<file path="config.mk">
export PLATFORM = sky130hd
export DESIGN_NAME = icc_top
export DESIGN_NICKNAME = d
export VERILOG_FILES = /design/src/core/icc_pkg.sv /design/src/core/icc_top.sv /design/src/core/icc_sync.sv /design/src/core/icc_fifo.sv
export SDC_FILE = /design/constraint.sdc
export NUM_CORES = 1
export LEC_CHECK = 0
export ABC_CLOCK_PERIOD_IN_PS = 2900
export BUFFER_PORTS_ARGS = -buffer_cell sky130_fd_sc_hd__buf_4
export CAP_MARGIN = 5
export CORE_MARGIN = 2
export CORE_UTILIZATION = 50
export CTS_BUF_LIST = sky130_fd_sc_hd__clkbuf_4 sky130_fd_sc_hd__clkbuf_8
export DETAILED_ROUTE_END_ITERATION = 10
export PLACE_DENSITY = 0.74
export SYNTH_ARGS = -nofsm -noshare
export SYNTH_HDL_FRONTEND = slang
export SYNTH_SLANG_ARGS = --single-unit
</file>
<file path="constraint.sdc">
create_clock -name CLOCK -period 2.9 [get_ports CLOCK]
set_clock_uncertainty 0.15 [all_clocks]
set_input_delay 0 -clock CLOCK [delete_from_list [all_inputs] [get_ports CLOCK]]
set_output_delay 0 -clock CLOCK [all_outputs]
set_load 0.03 [all_outputs]
</file>
<file path="src/core/icc_pkg.sv">
package icc_pkg;
	// ========================================
	// Register map (byte addresses on the bus)
	localparam logic [7:0] ADDR_CONTROL = 8'h00;
	localparam logic [7:0] ADDR_BUFFER = 8'h04;
	localparam logic [7:0] ADDR_IRQ_STATUS = 8'h08;
	localparam logic [7:0] ADDR_IRQ_CLEAR = 8'h0c;
	localparam logic [7:0] ADDR_IRQ_ENABLE = 8'h10;
	// ========================================
	// Control register fields
	localparam int BIT_ENABLE = 15;
	localparam int BIT_STOP_IN_IDLE = 13;
	localparam int BIT_FIRST_EDGE = 9;
	localparam int BIT_WIDE = 8;
	localparam int BIT_TIMEBASE = 7;
	localparam int BIT_EPI_HI = 6;
	localparam int BIT_EPI_LO = 5;
	localparam int BIT_OVERFLOW = 4;
	localparam int BIT_NOT_EMPTY = 3;
	localparam logic [31:0] CONTROL_WRITE_MASK = 32'h0000_a3e7;
	localparam logic [31:0] CONTROL_RESET = 32'h0000_0000;
	// ========================================
	// Interrupt status bits
	localparam int IRQ_CAPTURE = 0;
	localparam int IRQ_OVERFLOW = 1;
	localparam int IRQ_BITS = 2;
	// ========================================
	// Buffer and prescaler
	localparam int FIFO_DEPTH = 4;
	localparam logic [2:0] FIFO_DEPTH_COUNT = 3'h4;
	localparam logic [3:0] PRESCALE_4_LAST = 4'h3;
	localparam logic [3:0] PRESCALE_16_LAST = 4'hf;
	typedef enum logic [2:0] {
		ICC_MODE_OFF = 3'h0,
		ICC_MODE_EVERY_EDGE = 3'h1,
		ICC_MODE_FALLING = 3'h2,
		ICC_MODE_RISING = 3'h3,
		ICC_MODE_RISE_4 = 3'h4,
		ICC_MODE_RISE_16 = 3'h5,
		ICC_MODE_EDGE_FIRST = 3'h6,
		ICC_MODE_INT_ONLY = 3'h7
	} icc_mode_t;
endpackage

</file>
<file path="src/core/icc_top.sv">
// Behaviour
// - Capture selected time base on qualifying edge
// - Prescaled modes: every fourth, sixteenth rise
// - Mode 110 first edge set by bit
// - Narrow capture: timebase bit picks timer
// - Wide bit joins timers as 32 bits
// - Four-word buffer holds captures until read
// - Interrupt after one to four captures
// - Read-only overflow flag
// - Read-only buffer not empty flag
// - Enable clear resets and stops channel
// - Stop-in-idle halts channel during Idle
// - Capture edge wakes device from Sleep/Idle
// - Interrupt request on capture events
// - Unimplemented control bits read zero
//
// Chosen here: the register addresses and the AHB-Lite register port.
`timescale 1ns/1ns
`default_nettype none
module icc_top
	import icc_pkg::*;
(
	input wire logic CLOCK,
	input wire logic RST,
	input wire logic HSEL,
	input wire logic [31:0] HADDR,
	input wire logic [1:0] HTRANS,
	input wire logic HWRITE,
	input wire logic [2:0] HSIZE,
	input wire logic [31:0] HWDATA,
	input wire logic HREADY,
	output logic [31:0] HRDATA,
	output logic HREADYOUT,
	output logic HRESP,
	input wire logic CAPTURE_INPUT_PIN,
	input wire logic [15:0] FIRST_TIMEBASE,
	input wire logic [15:0] SECOND_TIMEBASE,
	input wire logic DEVICE_IDLE,
	input wire logic DEVICE_SLEEP,
	output logic CAPTURE_IRQ,
	output logic WAKE_REQUEST
);
	// ========================================
	// State
	typedef struct packed {
		logic [31:0] control;
		logic [IRQ_BITS-1:0] irq_status;
		logic [IRQ_BITS-1:0] irq_enable;
		logic pin_prev;
		logic first_done;
		logic [3:0] prescale;
		logic [1:0] event_count;
		logic overflow;
		logic ph_valid;
		logic ph_write;
		logic [7:0] ph_addr;
		logic [31:0] rdata;
		logic irq;
		logic wake;
	} icc_state_t;
	icc_state_t s_q, s_d;
	logic pin_sync;
	logic fifo_empty;
	logic fifo_full;
	logic [31:0] fifo_head;
	logic fifo_push;
	logic fifo_pop;
	logic [31:0] capture_value;
	logic running;
	logic enabled;
	logic rise;
	logic fall;
	logic any_edge;
	logic qualify;
	logic pop_read;
	icc_mode_t mode;
	icc_sync u_sync (
		.clk(CLOCK),
		.rst(RST),
		.din(CAPTURE_INPUT_PIN),
		.dout(pin_sync)
	);
	// ========================================
	// Capture path
	function automatic logic [31:0] pick_timebase(input logic wide, input logic sel,
		input logic [15:0] t_first, input logic [15:0] t_second);
		logic [31:0] r;
		r = 32'h0;
		if (wide) begin
			r = {t_second, t_first};
		end else if (sel) begin
			r = {16'h0, t_first};
		end else begin
			r = {16'h0, t_second};
		end
		return r;
	endfunction
	always_comb begin
		mode = icc_mode_t'(s_q.control[2:0]);
		enabled = s_q.control[BIT_ENABLE];
		// Halting in Idle freezes edge tracking too, so a pin change made during Idle fires as an edge on resume
		running = enabled && !(s_q.control[BIT_STOP_IN_IDLE] && DEVICE_IDLE);
		rise = pin_sync && !s_q.pin_prev;
		fall = !pin_sync && s_q.pin_prev;
		any_edge = rise || fall;
		capture_value = pick_timebase(s_q.control[BIT_WIDE], s_q.control[BIT_TIMEBASE],
			FIRST_TIMEBASE, SECOND_TIMEBASE);
		qualify = 1'b0;
		case (mode)
			ICC_MODE_EVERY_EDGE: qualify = any_edge;
			ICC_MODE_FALLING: qualify = fall;
			ICC_MODE_RISING: qualify = rise;
			ICC_MODE_RISE_4: qualify = rise && (s_q.prescale[1:0] == PRESCALE_4_LAST[1:0]);
			ICC_MODE_RISE_16: qualify = rise && (s_q.prescale == PRESCALE_16_LAST);
			ICC_MODE_EDGE_FIRST: begin
				if (s_q.first_done) begin
					qualify = any_edge;
				end else begin
					qualify = s_q.control[BIT_FIRST_EDGE] ? rise : fall;
				end
			end
			ICC_MODE_INT_ONLY: qualify = rise;
			default: qualify = 1'b0;
		endcase
		qualify = qualify && running;
		fifo_push = qualify && (mode != ICC_MODE_INT_ONLY);
	end
	icc_fifo u_fifo (
		.clk(CLOCK),
		.rst(RST),
		.flush(!enabled),
		.push(fifo_push),
		.push_data(capture_value),
		.pop(fifo_pop),
		.head(fifo_head),
		.empty(fifo_empty),
		.full(fifo_full)
	);
	// ========================================
	// Bus slave and channel state
	always_comb begin
		s_d = s_q;
		pop_read = 1'b0;
		fifo_pop = 1'b0;
		s_d.pin_prev = running ? pin_sync : s_q.pin_prev;
		if (qualify) begin
			if (mode == ICC_MODE_EDGE_FIRST) begin
				s_d.first_done = 1'b1;
			end
			if (fifo_full && fifo_push) begin
				s_d.overflow = 1'b1;
				s_d.irq_status[IRQ_OVERFLOW] = 1'b1;
			end else if (s_q.event_count == s_q.control[BIT_EPI_HI:BIT_EPI_LO]) begin
				s_d.event_count = 2'h0;
				s_d.irq_status[IRQ_CAPTURE] = 1'b1;
			end else begin
				s_d.event_count = s_q.event_count + 2'h1;
			end
		end
		if (rise && running) begin
			if (mode == ICC_MODE_RISE_4 || mode == ICC_MODE_RISE_16) begin
				// Every rise counts, not only the captured ones
				s_d.prescale = s_q.prescale + 4'h1;
			end else begin
				s_d.prescale = 4'h0;
			end
		end
		s_d.ph_valid = HSEL && HREADY && HTRANS[1];
		s_d.ph_write = HWRITE;
		s_d.ph_addr = HADDR[7:0];
		s_d.rdata = 32'h0;
		if (s_d.ph_valid && !HWRITE) begin
			if (HADDR[7:0] == ADDR_CONTROL) begin
				s_d.rdata = s_q.control & CONTROL_WRITE_MASK;
				s_d.rdata[BIT_OVERFLOW] = s_q.overflow;
				s_d.rdata[BIT_NOT_EMPTY] = !fifo_empty;
			end else if (HADDR[7:0] == ADDR_BUFFER) begin
				s_d.rdata = fifo_head;
				pop_read = 1'b1;
			end else if (HADDR[7:0] == ADDR_IRQ_STATUS) begin
				s_d.rdata = {30'h0, s_q.irq_status};
			end else if (HADDR[7:0] == ADDR_IRQ_ENABLE) begin
				s_d.rdata = {30'h0, s_q.irq_enable};
			end else begin
				s_d.rdata = 32'h0;
			end
		end
		fifo_pop = pop_read && !fifo_empty;
		if (s_q.ph_valid && s_q.ph_write) begin
			if (s_q.ph_addr == ADDR_CONTROL) begin
				s_d.control = HWDATA & CONTROL_WRITE_MASK;
			end else if (s_q.ph_addr == ADDR_IRQ_CLEAR) begin
				// Clear loses against a same-cycle event
				s_d.irq_status = s_q.irq_status & ~HWDATA[IRQ_BITS-1:0];
				if (qualify && fifo_full && fifo_push) begin
					s_d.irq_status[IRQ_OVERFLOW] = 1'b1;
				end
				if (qualify && s_d.event_count == 2'h0 && !(fifo_full && fifo_push)) begin
					s_d.irq_status[IRQ_CAPTURE] = 1'b1;
				end
			end else if (s_q.ph_addr == ADDR_IRQ_ENABLE) begin
				s_d.irq_enable = HWDATA[IRQ_BITS-1:0];
			end
		end
		if (!enabled) begin
			s_d.first_done = 1'b0;
			s_d.prescale = 4'h0;
			s_d.event_count = 2'h0;
			s_d.overflow = 1'b0;
			s_d.pin_prev = pin_sync;
		end
		s_d.irq = |(s_d.irq_status & s_d.irq_enable);
		s_d.wake = qualify && (DEVICE_SLEEP || DEVICE_IDLE);
	end
	always_ff @(posedge CLOCK) begin
		if (RST) begin
			s_q <= '0;
		end else begin
			s_q <= s_d;
		end
	end
	assign HRDATA = s_q.rdata;
	assign HREADYOUT = 1'b1;
	assign HRESP = 1'b0;
	assign CAPTURE_IRQ = s_q.irq;
	assign WAKE_REQUEST = s_q.wake;
	// ========================================
	// Checks
	a_unimpl_zero: assert property (@(posedge CLOCK) disable iff (RST)
		s_q.ph_valid && !s_q.ph_write && s_q.ph_addr == ADDR_CONTROL
		|-> HRDATA[31:16] == 16'h0 && HRDATA[14] == 1'b0 && HRDATA[12:10] == 3'h0)
		else $error("Unimplemented control bits not zero");
	a_overflow_set: assert property (@(posedge CLOCK) disable iff (RST)
		fifo_push && fifo_full && enabled |=> s_q.overflow)
		else $error("Overflow flag not set on full capture");
	a_full_keeps: assert property (@(posedge CLOCK) disable iff (RST)
		fifo_push && fifo_full && !fifo_pop && enabled |=> fifo_full && $stable(fifo_head))
		else $error("Full buffer changed by capture");
	a_disable_clears: assert property (@(posedge CLOCK) disable iff (RST)
		!enabled |=> fifo_empty && !s_q.overflow)
		else $error("Disabled channel kept state");
	a_idle_halt: assert property (@(posedge CLOCK) disable iff (RST)
		s_q.control[BIT_STOP_IN_IDLE] && DEVICE_IDLE |-> !fifo_push)
		else $error("Capture while halted in Idle");
	a_wake_edge: assert property (@(posedge CLOCK) disable iff (RST)
		qualify && DEVICE_SLEEP |=> WAKE_REQUEST)
		else $error("No wake on capture in Sleep");
	a_every_event: assert property (@(posedge CLOCK) disable iff (RST)
		qualify && s_q.control[6:5] == 2'h0 && !(fifo_full && fifo_push)
		|=> s_q.irq_status[IRQ_CAPTURE])
		else $error("Capture status not set every event");
	a_irq_level: assert property (@(posedge CLOCK) disable iff (RST)
		CAPTURE_IRQ == |(s_q.irq_status & s_q.irq_enable))
		else $error("Interrupt level does not follow enabled status");
	a_not_empty: assert property (@(posedge CLOCK) disable iff (RST)
		s_q.ph_valid && !s_q.ph_write && s_q.ph_addr == ADDR_CONTROL
		|-> HRDATA[BIT_NOT_EMPTY] == $past(!fifo_empty))
		else $error("Not-empty flag wrong");
	a_wide_value: assert property (@(posedge CLOCK) disable iff (RST)
		s_q.control[BIT_WIDE] |-> capture_value == {SECOND_TIMEBASE, FIRST_TIMEBASE})
		else $error("Wide capture value wrong");
	a_narrow_value: assert property (@(posedge CLOCK) disable iff (RST)
		!s_q.control[BIT_WIDE] |-> capture_value[31:16] == 16'h0
		&& capture_value[15:0] == (s_q.control[BIT_TIMEBASE] ? FIRST_TIMEBASE : SECOND_TIMEBASE))
		else $error("Narrow capture value wrong");
	a_prescale_step: assert property (@(posedge CLOCK) disable iff (RST)
		rise && running && (mode == ICC_MODE_RISE_4 || mode == ICC_MODE_RISE_16)
		|=> s_q.prescale == 4'($past(s_q.prescale) + 4'h1))
		else $error("Prescaler skipped a rising edge");
	a_prescale_last: assert property (@(posedge CLOCK) disable iff (RST)
		mode == ICC_MODE_RISE_16 && fifo_push |-> s_q.prescale == PRESCALE_16_LAST)
		else $error("Capture before sixteenth rise");
	a_first_edge: assert property (@(posedge CLOCK) disable iff (RST)
		mode == ICC_MODE_EDGE_FIRST && !s_q.first_done && fifo_push
		|-> (s_q.control[BIT_FIRST_EDGE] ? rise : fall))
		else $error("First capture on wrong edge");
	a_buffer_read: assert property (@(posedge CLOCK) disable iff (RST)
		s_q.ph_valid && !s_q.ph_write && s_q.ph_addr == ADDR_BUFFER && $past(!fifo_empty)
		|-> HRDATA == $past(fifo_head))
		else $error("Buffer read not oldest value");
	a_overflow_hold: assert property (@(posedge CLOCK) disable iff (RST)
		s_q.overflow && enabled |=> s_q.overflow)
		else $error("Overflow flag lost while enabled");
	a_overflow_read: assert property (@(posedge CLOCK) disable iff (RST)
		s_q.ph_valid && !s_q.ph_write && s_q.ph_addr == ADDR_CONTROL
		|-> HRDATA[BIT_OVERFLOW] == $past(s_q.overflow))
		else $error("Overflow flag read wrong");
	a_clear_loses: assert property (@(posedge CLOCK) disable iff (RST)
		s_q.ph_valid && s_q.ph_write && s_q.ph_addr == ADDR_IRQ_CLEAR && fifo_push && fifo_full
		|=> s_q.irq_status[IRQ_OVERFLOW])
		else $error("Clear beat same-cycle overflow");
	a_wake_idle: assert property (@(posedge CLOCK) disable iff (RST)
		qualify && DEVICE_IDLE |=> WAKE_REQUEST)
		else $error("No wake on capture in Idle");
	a_off_quiet: assert property (@(posedge CLOCK) disable iff (RST)
		!enabled |-> !qualify && !fifo_push)
		else $error("Capture while disabled");
endmodule // icc_top
`default_nettype wire

</file>
<file path="src/core/icc_sync.sv">
`timescale 1ns/1ns
`default_nettype none
module icc_sync (
	input wire logic clk,
	input wire logic rst,
	input wire logic din,
	output logic dout
);
	typedef struct packed {
		logic meta;
		logic stable;
	} icc_sync_t;
	icc_sync_t s_q, s_d;
	always_comb begin
		s_d.meta = din;
		s_d.stable = s_q.meta;
	end
	always_ff @(posedge clk) begin
		if (rst) begin
			s_q <= '0;
		end else begin
			s_q <= s_d;
		end
	end
	assign dout = s_q.stable;
endmodule // icc_sync
`default_nettype wire

</file>
<file path="src/core/icc_fifo.sv">
`timescale 1ns/1ns
`default_nettype none
module icc_fifo
	import icc_pkg::*;
(
	input wire logic clk,
	input wire logic rst,
	input wire logic flush,
	input wire logic push,
	input wire logic [31:0] push_data,
	input wire logic pop,
	output logic [31:0] head,
	output logic empty,
	output logic full
);
	typedef struct packed {
		logic [FIFO_DEPTH-1:0][31:0] mem;
		logic [1:0] rd;
		logic [1:0] wr;
		logic [2:0] count;
	} icc_fifo_t;
	icc_fifo_t f_q, f_d;
	logic do_push;
	logic do_pop;
	always_comb begin
		f_d = f_q;
		do_push = push && (f_q.count != FIFO_DEPTH_COUNT);
		do_pop = pop && (f_q.count != 3'h0);
		if (flush) begin
			f_d.rd = 2'h0;
			f_d.wr = 2'h0;
			f_d.count = 3'h0;
		end else begin
			if (do_push) begin
				f_d.mem[f_q.wr] = push_data;
				f_d.wr = f_q.wr + 2'h1;
			end
			if (do_pop) begin
				f_d.rd = f_q.rd + 2'h1;
			end
			if (do_push && !do_pop) begin
				f_d.count = f_q.count + 3'h1;
			end else if (do_pop && !do_push) begin
				f_d.count = f_q.count - 3'h1;
			end
		end
	end
	always_ff @(posedge clk) begin
		if (rst) begin
			f_q <= '0;
		end else begin
			f_q <= f_d;
		end
	end
	assign head = f_q.mem[f_q.rd];
	assign empty = (f_q.count == 3'h0);
	assign full = (f_q.count == FIFO_DEPTH_COUNT);
endmodule // icc_fifo
`default_nettype wire

</file>
==> Word level (Yosys, flattened, before mapping) <==
Cells that the tools add are included.
Widths: inputs -> output; s select.
{ "totals": {"ff_bits": 204, "inputBits": 109, "out_inout_bits": 36, "word_cells": 148} }
{ "op_classes": {"n_addsub": 6, "magnitude_cmp": 3, "eq_ne": 19, "n_mux": 40, "n_bitwise": 5, "reduce_logical": 51} }
{ "op_table": {"columns": ["cell", "count"], "rows": [
  ["$bwmux 128", 1],
  ["$mux 32", 4],
  ["$bmux 32 s2", 1],
  ["$demux 32 s2", 1],
  ["$mux 16", 2],
  ["$logic_and 1x1->1", 25],
  ["$eq 8x4->1 const B", 2],
  ["$eq 8x5->1 const B", 2],
  ["$logic_not 8->1", 2],
  ["$mux 2", 8],
  ["$mux 4", 4],
  ["$eq 3x3->1 const B", 5],
  ["$mux 1", 14],
  ["$mux 3", 3],
  ["$mux 9", 1],
  ["$eq 8x3->1 const B", 1],
  ["$logic_not 1->1", 8],
  ["$reduce_and 2->1", 4],
  ["$reduce_or 2->1", 4],
  ["$add 2x1->2 const B", 3],
  ["$eq 3x2->1 const B", 2],
  ["$lt 2x3->1 const B", 2],
  ["$ne 3x3->1 const B", 2],
  ["$pmux 1 s6", 1],
  ["18 further kinds", 22]
]} }

==> Depth between registers and ports, before layout <==
Gate-level depths: netlist of run 1.
{ "logic_depth": {"word_depth": 19, "depth_mapped": 13, "mapped_depth_nobuf": 12} }

==> Modules after synthesis <==
From an unflattened synthesis of run 1, not the netlist that was laid out.
{ "hier_totals": {"hier_cells": 874, "hier_area_um2": 9431.5} }
{ "modules_own_cells": {"columns": ["module", "instances", "cells_each", "area_per_inst_um2", "seq_area_each_um2"], "rows": [
  ["icc_fifo", 1, 539, 6256.0, 2702.6],
  ["icc_top", 1, 331, 3123.0, 1341.3],
  ["icc_sync", 1, 4, 52.6, 40.0]
]} }

==> Least setup slack after synthesis of run 1 <==
Ideal clock, no wire load.
{ "synth_path": {"path_kind": "flip-flop to flip-flop", "startpoint": "reg s_q[52] in the netlist's numbering", "endpoint": "reg u_fifo.f_q[2] in the netlist's numbering", "setup_time_ps": 70, "arrival_time_ps": 2811, "required_ps": 2680, "path_slack_ps": -131, "path_stages_with_launch": 14, "n_path_buf": 1, "synth_period_minus_slack_ps": 3031, "cell_sequence": "dfxtp_1 > inv_1 > ha_1 > nor2_1 > a21oi_1 > o221a_2 > nor2_1 > clkbuf_1 > ha_1 > inv_1 > fa_1 > xor2_1 > or3_1 > a21oi_1"} }
{ "synth_between": {"elab_chain_len": 11, "word_cells_on_any_way": 17, "cone_classes": "mux (4); reduce/logical (13)"} }
{ "synth_rtl": {"columns": ["element", "line", "text"], "rows": [
  ["start, declared", "icc_top.sv:61", "icc_state_t s_q, s_d;"],
  ["start signal, assigned", "icc_top.sv:217", "s_q <= '0;"],
  ["start signal, assigned", "icc_top.sv:219", "s_q <= s_d;"],
  ["$logic_not 1->1", "icc_top.sv:103", "rise = pin_sync && !s_q.pin_prev;"],
  ["$logic_and 1x1->1", "icc_top.sv:103", null],
  ["$mux 1 or $logic_or 1x1->1 (tied branches)", "icc_top.sv:119, icc_top.sv:105", null],
  ["$mux 1", "icc_top.sv:116", "if (s_q.first_done) begin"],
  ["$pmux 1 s6 (*)", "icc_top.sv:109", "case (mode)"],
  ["$logic_and 1x1->1 (*)", "icc_top.sv:125", "qualify = qualify && running;"],
  ["$logic_and 1x1->1 (*)", "icc_top.sv:126", "fifo_push = qualify && (mode != ICC_MODE_INT_ONLY);"],
  ["$logic_and 1x1->1 (*)", "icc_fifo.sv:27", "do_push = push && (f_q.count != FIFO_DEPTH_COUNT);"],
  ["net u_fifo.do_push", "icc_fifo.sv:23", "logic do_push;"],
  ["$logic_not 1->1", "icc_fifo.sv:43", "end else if (do_pop && !do_push) begin"],
  ["$logic_and 1x1->1", "icc_fifo.sv:43", null],
  ["$reduce_bool 2->1 (no line)", null, null],
  ["end signal, assigned", "icc_fifo.sv:50", "f_q <= '0;"],
  ["end signal, assigned", "icc_fifo.sv:52", "f_q <= f_d;"],
  ["end, declared", "icc_fifo.sv:22", "icc_fifo_t f_q, f_d;"]
]} }
Mark *: on every way through the listed nets, which the timed path passes. The rest lies on a longest branch.
A chain may end at the register's enable or synchronous reset.

==> Worst setup path in the final report of run 1 <==
{ "layout_path": {"startpoint": "reg s_q[52] in the netlist's numbering", "endpoint": "reg u_fifo.f_q[2] in the netlist's numbering"} }
{ "layout_between": {"elab_chain_len": 11, "word_cells_on_any_way": 17, "cone_classes": "mux (4); reduce/logical (13)"} }
{ "layout_rtl": {"columns": ["element", "line"], "rows": [
  ["$logic_not 1->1", "icc_top.sv:103"],
  ["$logic_and 1x1->1", "icc_top.sv:103"],
  ["$mux 1 or $logic_or 1x1->1 (tied branches)", "icc_top.sv:119, icc_top.sv:105"],
  ["$mux 1", "icc_top.sv:116"],
  ["$pmux 1 s6 (*)", "icc_top.sv:109"],
  ["$logic_and 1x1->1 (*)", "icc_top.sv:125"],
  ["$logic_and 1x1->1 (*)", "icc_top.sv:126"],
  ["$logic_and 1x1->1 (*)", "icc_fifo.sv:27"],
  ["$logic_not 1->1", "icc_fifo.sv:43"],
  ["$logic_and 1x1->1", "icc_fifo.sv:43"],
  ["$reduce_bool 2->1 (no line)", null]
]} }
Every way passes the cells marked *; elsewhere a longest branch is shown, timed or not.

==> out/results.ini, run 1 <==
[timing]
slew_viol_final = 0
tns_ns = 0
setup_violations = 0
hold_slack_ns = 0.0419
max-slew-margin-rel = 0.509
rsz0062_at_grt = no
post-route-period-util = 0.960
fin_crit_ns = 2.78
fin_ws_ns = 0.116
fmax_ghz = 0.359
tightest_slew_ns = 0.736
hold_viol_final = 0

[yosys]
synth_area_leader_cell = dfxtp_1
synthTopCellsByArea = dfxtp_1, mux2i_1, mux4_2
synthAdderAreaFrac = 0.0129
ys_warn_count = 0
synth_edf_count = 0
synth-xor-area-share = 0.00566
synthCells = 859
synth-compound-area-share = 0.149
synth-main-ff-cell = dfxtp_1
yosysSeqAreaShare = 0.439
ys_types = 59
synth_top_family_by_area = multiplexers
synth-async-reset-ratio = 0
yosys.area_share.simple = 0.135
synth_top_area_frac = 0.439
synth_mux_area_frac = 0.180
postSynthAreaPerCell_um2 = 10.8
ys_seq_elements = 204
syn_nets = 977
syn_area_um2 = 9290

[clock_network]
clock-sinks = 204
clockBufferDepth = 3
postCtsSetupRepairBufs = 0
numCtsBuffers = 35
cts_tree = done
clk_pin_slew_ns = 0.06
h-tree-depth = 2
clockRootBuffer = clkbuf_8
insertion_delay_ns = 0.54

[power_and_ir_drop]
power_frac_seq = 0.480
total_power_mw = 5.87
power.density_nw_per_um2 = 518
clock_power_share = 0.476
combPwrFrac = 0.044
intPower_mw = 4.60
p_leak_nw = 4.67
switching_power_mw = 1.27
ir_drop_mv = 0.345
swShare = 0.216

[min_path]
holdCritPathClass = input pin to flip-flop
hold_start = HSEL

[setup_path]
cp-startpoint = s_q[52]$_SDFFE_PP0P_
cp.depth = 12
path_cells = inv_1 -> ha_4 -> nor2_2 -> a21oi_2 -> o221a_4 -> nor2_4 -> ha_2 -> inv_1 -> fa_1 -> xor2_1 -> or3_1 -> a21oi_1
critPathMaxStageDelay_ns = 0.37
crit_type = flip-flop to flip-flop
crit_arrival_ns = 3.06
crit_end = u_fifo.f_q[2]$_SDFFE_PP0P_
critPathCaptureType = flip-flop
reg2reg_depth = 12
cp.required_ns = 3.18
r2r_end = u_fifo.f_q[2]$_SDFFE_PP0P_
slowest_stage = fa_1
critPathBufInv = 2
start_kind = flip-flop
r2r_setup_slack_ns = 0.12
crit_family = adder cells
crit_top_cell = inv_1
path_max_fanout = 4
r2r_start = s_q[52]$_SDFFE_PP0P_

[placement]
dpl-instance-area_um2 = 9840
dp_slack_ns = 0.0534
dp_cells = 1087
place_congestion = 0.773
dp.final_hpwl_um = 14100
portBuffers = 92

[layout]
mostFrequentLayoutCells = dfxtp_1, buf_4, mux2i_1
syn_to_final_growth_pct = 22.1
design_area_um2 = 11300
fin_nets = 1083
insertedDiodeCount = 0
stdcell_count = 1217
utilization = 0.627
drive_gt1_frac = 0.235
final_common_cell = dfxtp_1

[flow_run]
max-cap-violations = 0

[global_route]
grtUsageTotal = 0.239
grt_first_pass_wirelength_um = 38100
grt_pass1_vias = 7303
grt_max_degree = 70
grt_overflow = 0
antenna_found_initial = 0

[drt]
wl_per_cell_um = 19.6
drtPass1Iterations = 5
wl_um = 23800
drt_iter0_drc = 635
route.vias.total = 7224
vias_per_cell = 5.94
post-route-drc-count = 0
ant_nets = 0

[floorplan]
die_w_um = 140
start_util = 0.514
core_area_um2 = 18100
rows = 49
fp.dieH_um = 140
io_pins = 145
die_area_um2 = 19700

[status]
outcome = completed

layer usage:
layer	GRT usage	routed length, µm	vias to the layer above
li1	-	-	3368
met1	0.317	10300	3559
met2	0.390	11500	250
met3	0.0434	1430	47
met4	0.0893	644	0
met5	0	0	-
tightest hold or removal path, stage by stage:
cell      delay, ns
buf_4          0.11
nand3_1        0.17
nor2_1         0.06
nor4bb_1       0.15
xnor2_1        0.13
nor2_1         0.05
cell families after synthesis:
| logic type | after synthesis |
|---|---|
| xor gates and xnor gates | 6 |
| and+or+nand+nor | 205 |
| DFF | 204 |
| buffers and inverters | 128 |
| AOI/OAI and AO/OA | 178 |
| other | 2 |
| muxes | 127 |
| adders and majority gates | 9 |
timing repair:
| action | 4_1_cts | 5_1_grt |
|---|---|---|
| gates resized for setup | 0 | 7 |
| hold endpoints to repair | 172 | 0 |
| setup endpoints to repair | 0 | 1 |
| hold buffers | 70 | 0 |
cell usage after synthesis (2+ instances only):
cell type and n:
dfxtp_1 204, mux2i_1 94, a31oi_1 66, nand2b_1 66, a311oi_1 64, clkbuf_1 52
buf_4 40, nor2_1 38, mux4_2 32, and2_1 21, nand3b_1 17, buf_2 15
nor2b_1 13, inv_1 12, a21oi_1 10, a22o_1 10, buf_6 9, nand3_1 9
ha_1 8, nand2_1 7, o21ai_0 7, nor3_1 6, and3_1 5, xor2_1 5
and3b_1 4, nand3_4 4, nand4_1 3, a32oi_1 2, a41oi_1 2, conb_1 2
nor4_1 2, nor4bb_1 2, o21a_1 2
worst min path at each step:
stage,endpoint,cells after the start
floorplan,s_q[34]$_SDFF_PP0_,1
global placement,s_q[63]$_SDFFE_PP0P_,3
detailed placement,s_q[39]$_SDFF_PP0_,2
CTS,u_fifo.f_q[6]$_SDFFE_PP0P_,6
global route,u_fifo.f_q[6]$_SDFFE_PP0P_,6
finish,u_fifo.f_q[6]$_SDFFE_PP0P_,6
area by class of cell:
type                    instances  area, µm²
clock buffers                  56        714
well taps                     229        287
flip-flops and latches        204       4090
multi-input cells             527       4530
inverters                      12       45.0
clock inverters                 4       51.3
fillers                      1383       6740
repair buffers                185       1630
power groups by stage:
stage / Clock (mW) / Combinational [mW] / Sequential, mW
after global routing: 2.96 / 0.273 / 2.82
after detailed placement: 0 / 0.174 / 2.88
after global placement: 0 / 0.175 / 2.88
after CTS: 2.83 / 0.250 / 2.82
after floorplan: 0 / 0.0799 / 2.88
final: 2.80 / 0.259 / 2.82
sequential cells by signal (all words and copies together) (netlist names):
signal	count
u_fifo.f_q	135
HRDATA	32
s_q	29
mode	3
CAPTURE_IRQ	1
WAKE_REQUEST	1
enabled	1
u_sync.dout	1
u_sync.s_d	1
Power figures use the tool's default switching activity.
==> inputs of run 2 (changes only) <==
--- a/config.mk
+++ b/config.mk
@@ -12,6 +12,7 @@
 export CORE_UTILIZATION = 50
 export CTS_BUF_LIST = sky130_fd_sc_hd__clkbuf_4 sky130_fd_sc_hd__clkbuf_8
 export DETAILED_ROUTE_END_ITERATION = 10
+export MAX_ROUTING_LAYER = met4
 export PLACE_DENSITY = 0.74
 export SYNTH_ARGS = -nofsm -noshare
 export SYNTH_HDL_FRONTEND = slang
==> run 2 against run 1 <==
Against the previous run: clock power barely moved; die area did not move; non-clock buffer count did not move; fmax barely moved; clock-buffer cell count did not move; sequential power barely moved; largest cell class unchanged; critical path depth did not move; flip-flop and latch count did not move.
==> out/results.ini, run 2 (synthesis results as in run 1) <==
[timing]
tns_ns = 0  ; unchanged
hold_slack_ns = 0.0447  ; +0.00281 ns
max-slew-margin-rel = 0.502  ; -0.00714
tightest_slew_ns = 0.747  ; +0.0107 ns
hold_viol_final = 0  ; unchanged
fmax_ghz = 0.359  ; about the same
post-route-period-util = 0.960  ; about the same
fin_crit_ns = 2.78  ; +0.000631 ns
rsz0062_at_grt = no
setup_violations = 0  ; unchanged
slew_viol_final = 0  ; unchanged

[setup_path]
path_cells = inv_1 -> ha_4 -> nor2_2 -> a21oi_2 -> o221a_4 -> nor2_4 -> ha_2 -> inv_1 -> fa_1 -> xor2_1 -> or3_1 -> a21oi_1
critPathBufInv = 2  ; unchanged
critPathMaxStageDelay_ns = 0.37  ; about the same
cp-startpoint = s_q[52]$_SDFFE_PP0P_
path_max_fanout = 4  ; unchanged
cp.required_ns = 3.17  ; about the same
start_kind = flip-flop
crit_arrival_ns = 3.06  ; about the same
crit_type = flip-flop to flip-flop
critPathCaptureType = flip-flop
slowest_stage = fa_1
crit_top_cell = inv_1
r2r_start = s_q[52]$_SDFFE_PP0P_
crit_family = adder cells

[global_route]
grt_overflow = 0  ; unchanged
antenna_found_initial = 0  ; unchanged
grtUsageTotal = 0.246  ; +0.00763
grt_max_degree = 70  ; unchanged
grt_first_pass_wirelength_um = 38200  ; about the same
grt_pass1_vias = 7291  ; -0.16%

[drt]
drt-met1-wl_um = 10600  ; +3.1%
ant_nets = 0  ; unchanged
wl_met2_um = 11400  ; -0.15%
route.vias.total = 7227  ; +0.042%
drt_iter0_drc = 665  ; +4.7%
post-route-drc-count = 0  ; unchanged
dr_wl_met3_um = 1190  ; -16%
wl_um = 23900  ; +0.13%
drtPass1Iterations = 5  ; unchanged
wl_per_cell_um = 19.6  ; +0.13%
highest_layer = met4
vias_per_cell = 5.94  ; about the same

[layout]
drive_gt1_frac = 0.235  ; unchanged
design_area_um2 = 11300  ; unchanged
fin_nets = 1083  ; unchanged
largest_reg_flops = 135  ; unchanged
n_fill_cell = 1383  ; unchanged
final_common_cell = dfxtp_1
syn_to_final_growth_pct = 22.1  ; unchanged
mostFrequentLayoutCells = dfxtp_1, buf_4, mux2i_1
insertedDiodeCount = 0  ; unchanged
regMostFlops = u_fifo.f_q

[clock_network]
clockRootBuffer = clkbuf_8
clk_pin_slew_ns = 0.06  ; about the same
cts_tree = done
insertion_delay_ns = 0.54  ; about the same
h-tree-depth = 2  ; unchanged
numCtsBuffers = 35  ; unchanged
clock-sinks = 204  ; unchanged
clockBufferDepth = 3  ; unchanged

[floorplan]
die_area_um2 = 19700  ; unchanged
rows = 49  ; unchanged
start_util = 0.514  ; unchanged
core_area_um2 = 18100  ; unchanged
io_pins = 145  ; unchanged
fp.dieH_um = 140  ; unchanged
die_w_um = 140  ; unchanged

[placement]
place_congestion = 0.784  ; +1.4%
dpl-instance-area_um2 = 9840  ; unchanged
dp.final_hpwl_um = 14100  ; unchanged
portBuffers = 92  ; unchanged

[min_path]
hold_start = HSEL
holdCritPathClass = input pin to flip-flop

[power_and_ir_drop]
p_leak_nw = 4.67  ; unchanged
power.density_nw_per_um2 = 517  ; about the same
ir_drop_mv = 0.346  ; +0.17%

[status]
outcome = completed

[flow_run]
max-cap-violations = 0  ; unchanged

[run 2: path summary, 6_finish.rpt]
| check | cells past startpoint | endpoint | slack (ns) |
|---|---|---|---|
| max | 12 | u_fifo.f_q[2]$_SDFFE_PP0P_ | 0.12 |
| min | 6 | u_fifo.f_q[6]$_SDFFE_PP0P_ | 0.04 |
| max reg2reg | 12 | u_fifo.f_q[2]$_SDFFE_PP0P_ | 0.12 |
| min reg2reg | 1 | u_sync.dout$_SDFF_PP0_ | 0.31 |
[run 2: cell type report]
cell class / instances / area (µm²) / area share
repair buffers: 185 / 1630 / 0.143
multi-input cells: 527 / 4530 / 0.400
inverters: 12 / 45.0 / 0.00397
well taps: 229 / 287 / 0.0253
clock buffers: 56 / 714 / 0.0630
flip-flops and latches: 204 / 4090 / 0.360
clock inverters: 4 / 51.3 / 0.00452
[run 2: worst register-to-register path: cells and delay by family (launching register included)]
kind            cells  cell delay [ns]
buf+inv             2             0.13
xor+xnor            1             0.18
compound gates      3             0.55
flops               1             0.35
fa+ha+maj           3             0.80
simple gates        3             0.51
[run 2: routing by layer]
metal,global-route usage,vias to the layer above
met5,-,-
met4,0.0883,0
met3,0.0421,43
met2,0.390,230
met1,0.320,3586
li1,-,3368
[run 2: power breakdown]
part / leakage, nW / internal (mW) / switching [mW]
logic: 2.62 / 0.145 / 0.114
registers: 1.65 / 2.81 / 0.00540
clock network: 0.402 / 1.65 / 1.15
[run 2: what timing repair did]
item | CTS | global route
hold endpoints to repair | 172 | 0
setup endpoints to repair | 0 | 1
buffers inserted | 0 | 0
resized for setup | 0 | 7
hold buffers | 70 | 0
[run 2: through the flow]
step / setup slack [ns] / std cells / power [mW] / utilization
final: 0.115 / 1217 / 5.87 / 0.627
after global routing: 0.0116 / 1217 / 6.05 / 0.627
after CTS: 0.00660 / 1217 / 5.90 / 0.625
after detailed placement: 0.0534 / 1087 / 3.05 / 0.544
after global placement: 0.123 / 1087 / 3.05 / 0.544
after floorplan: 0.00653 / 859 / 2.96 / -
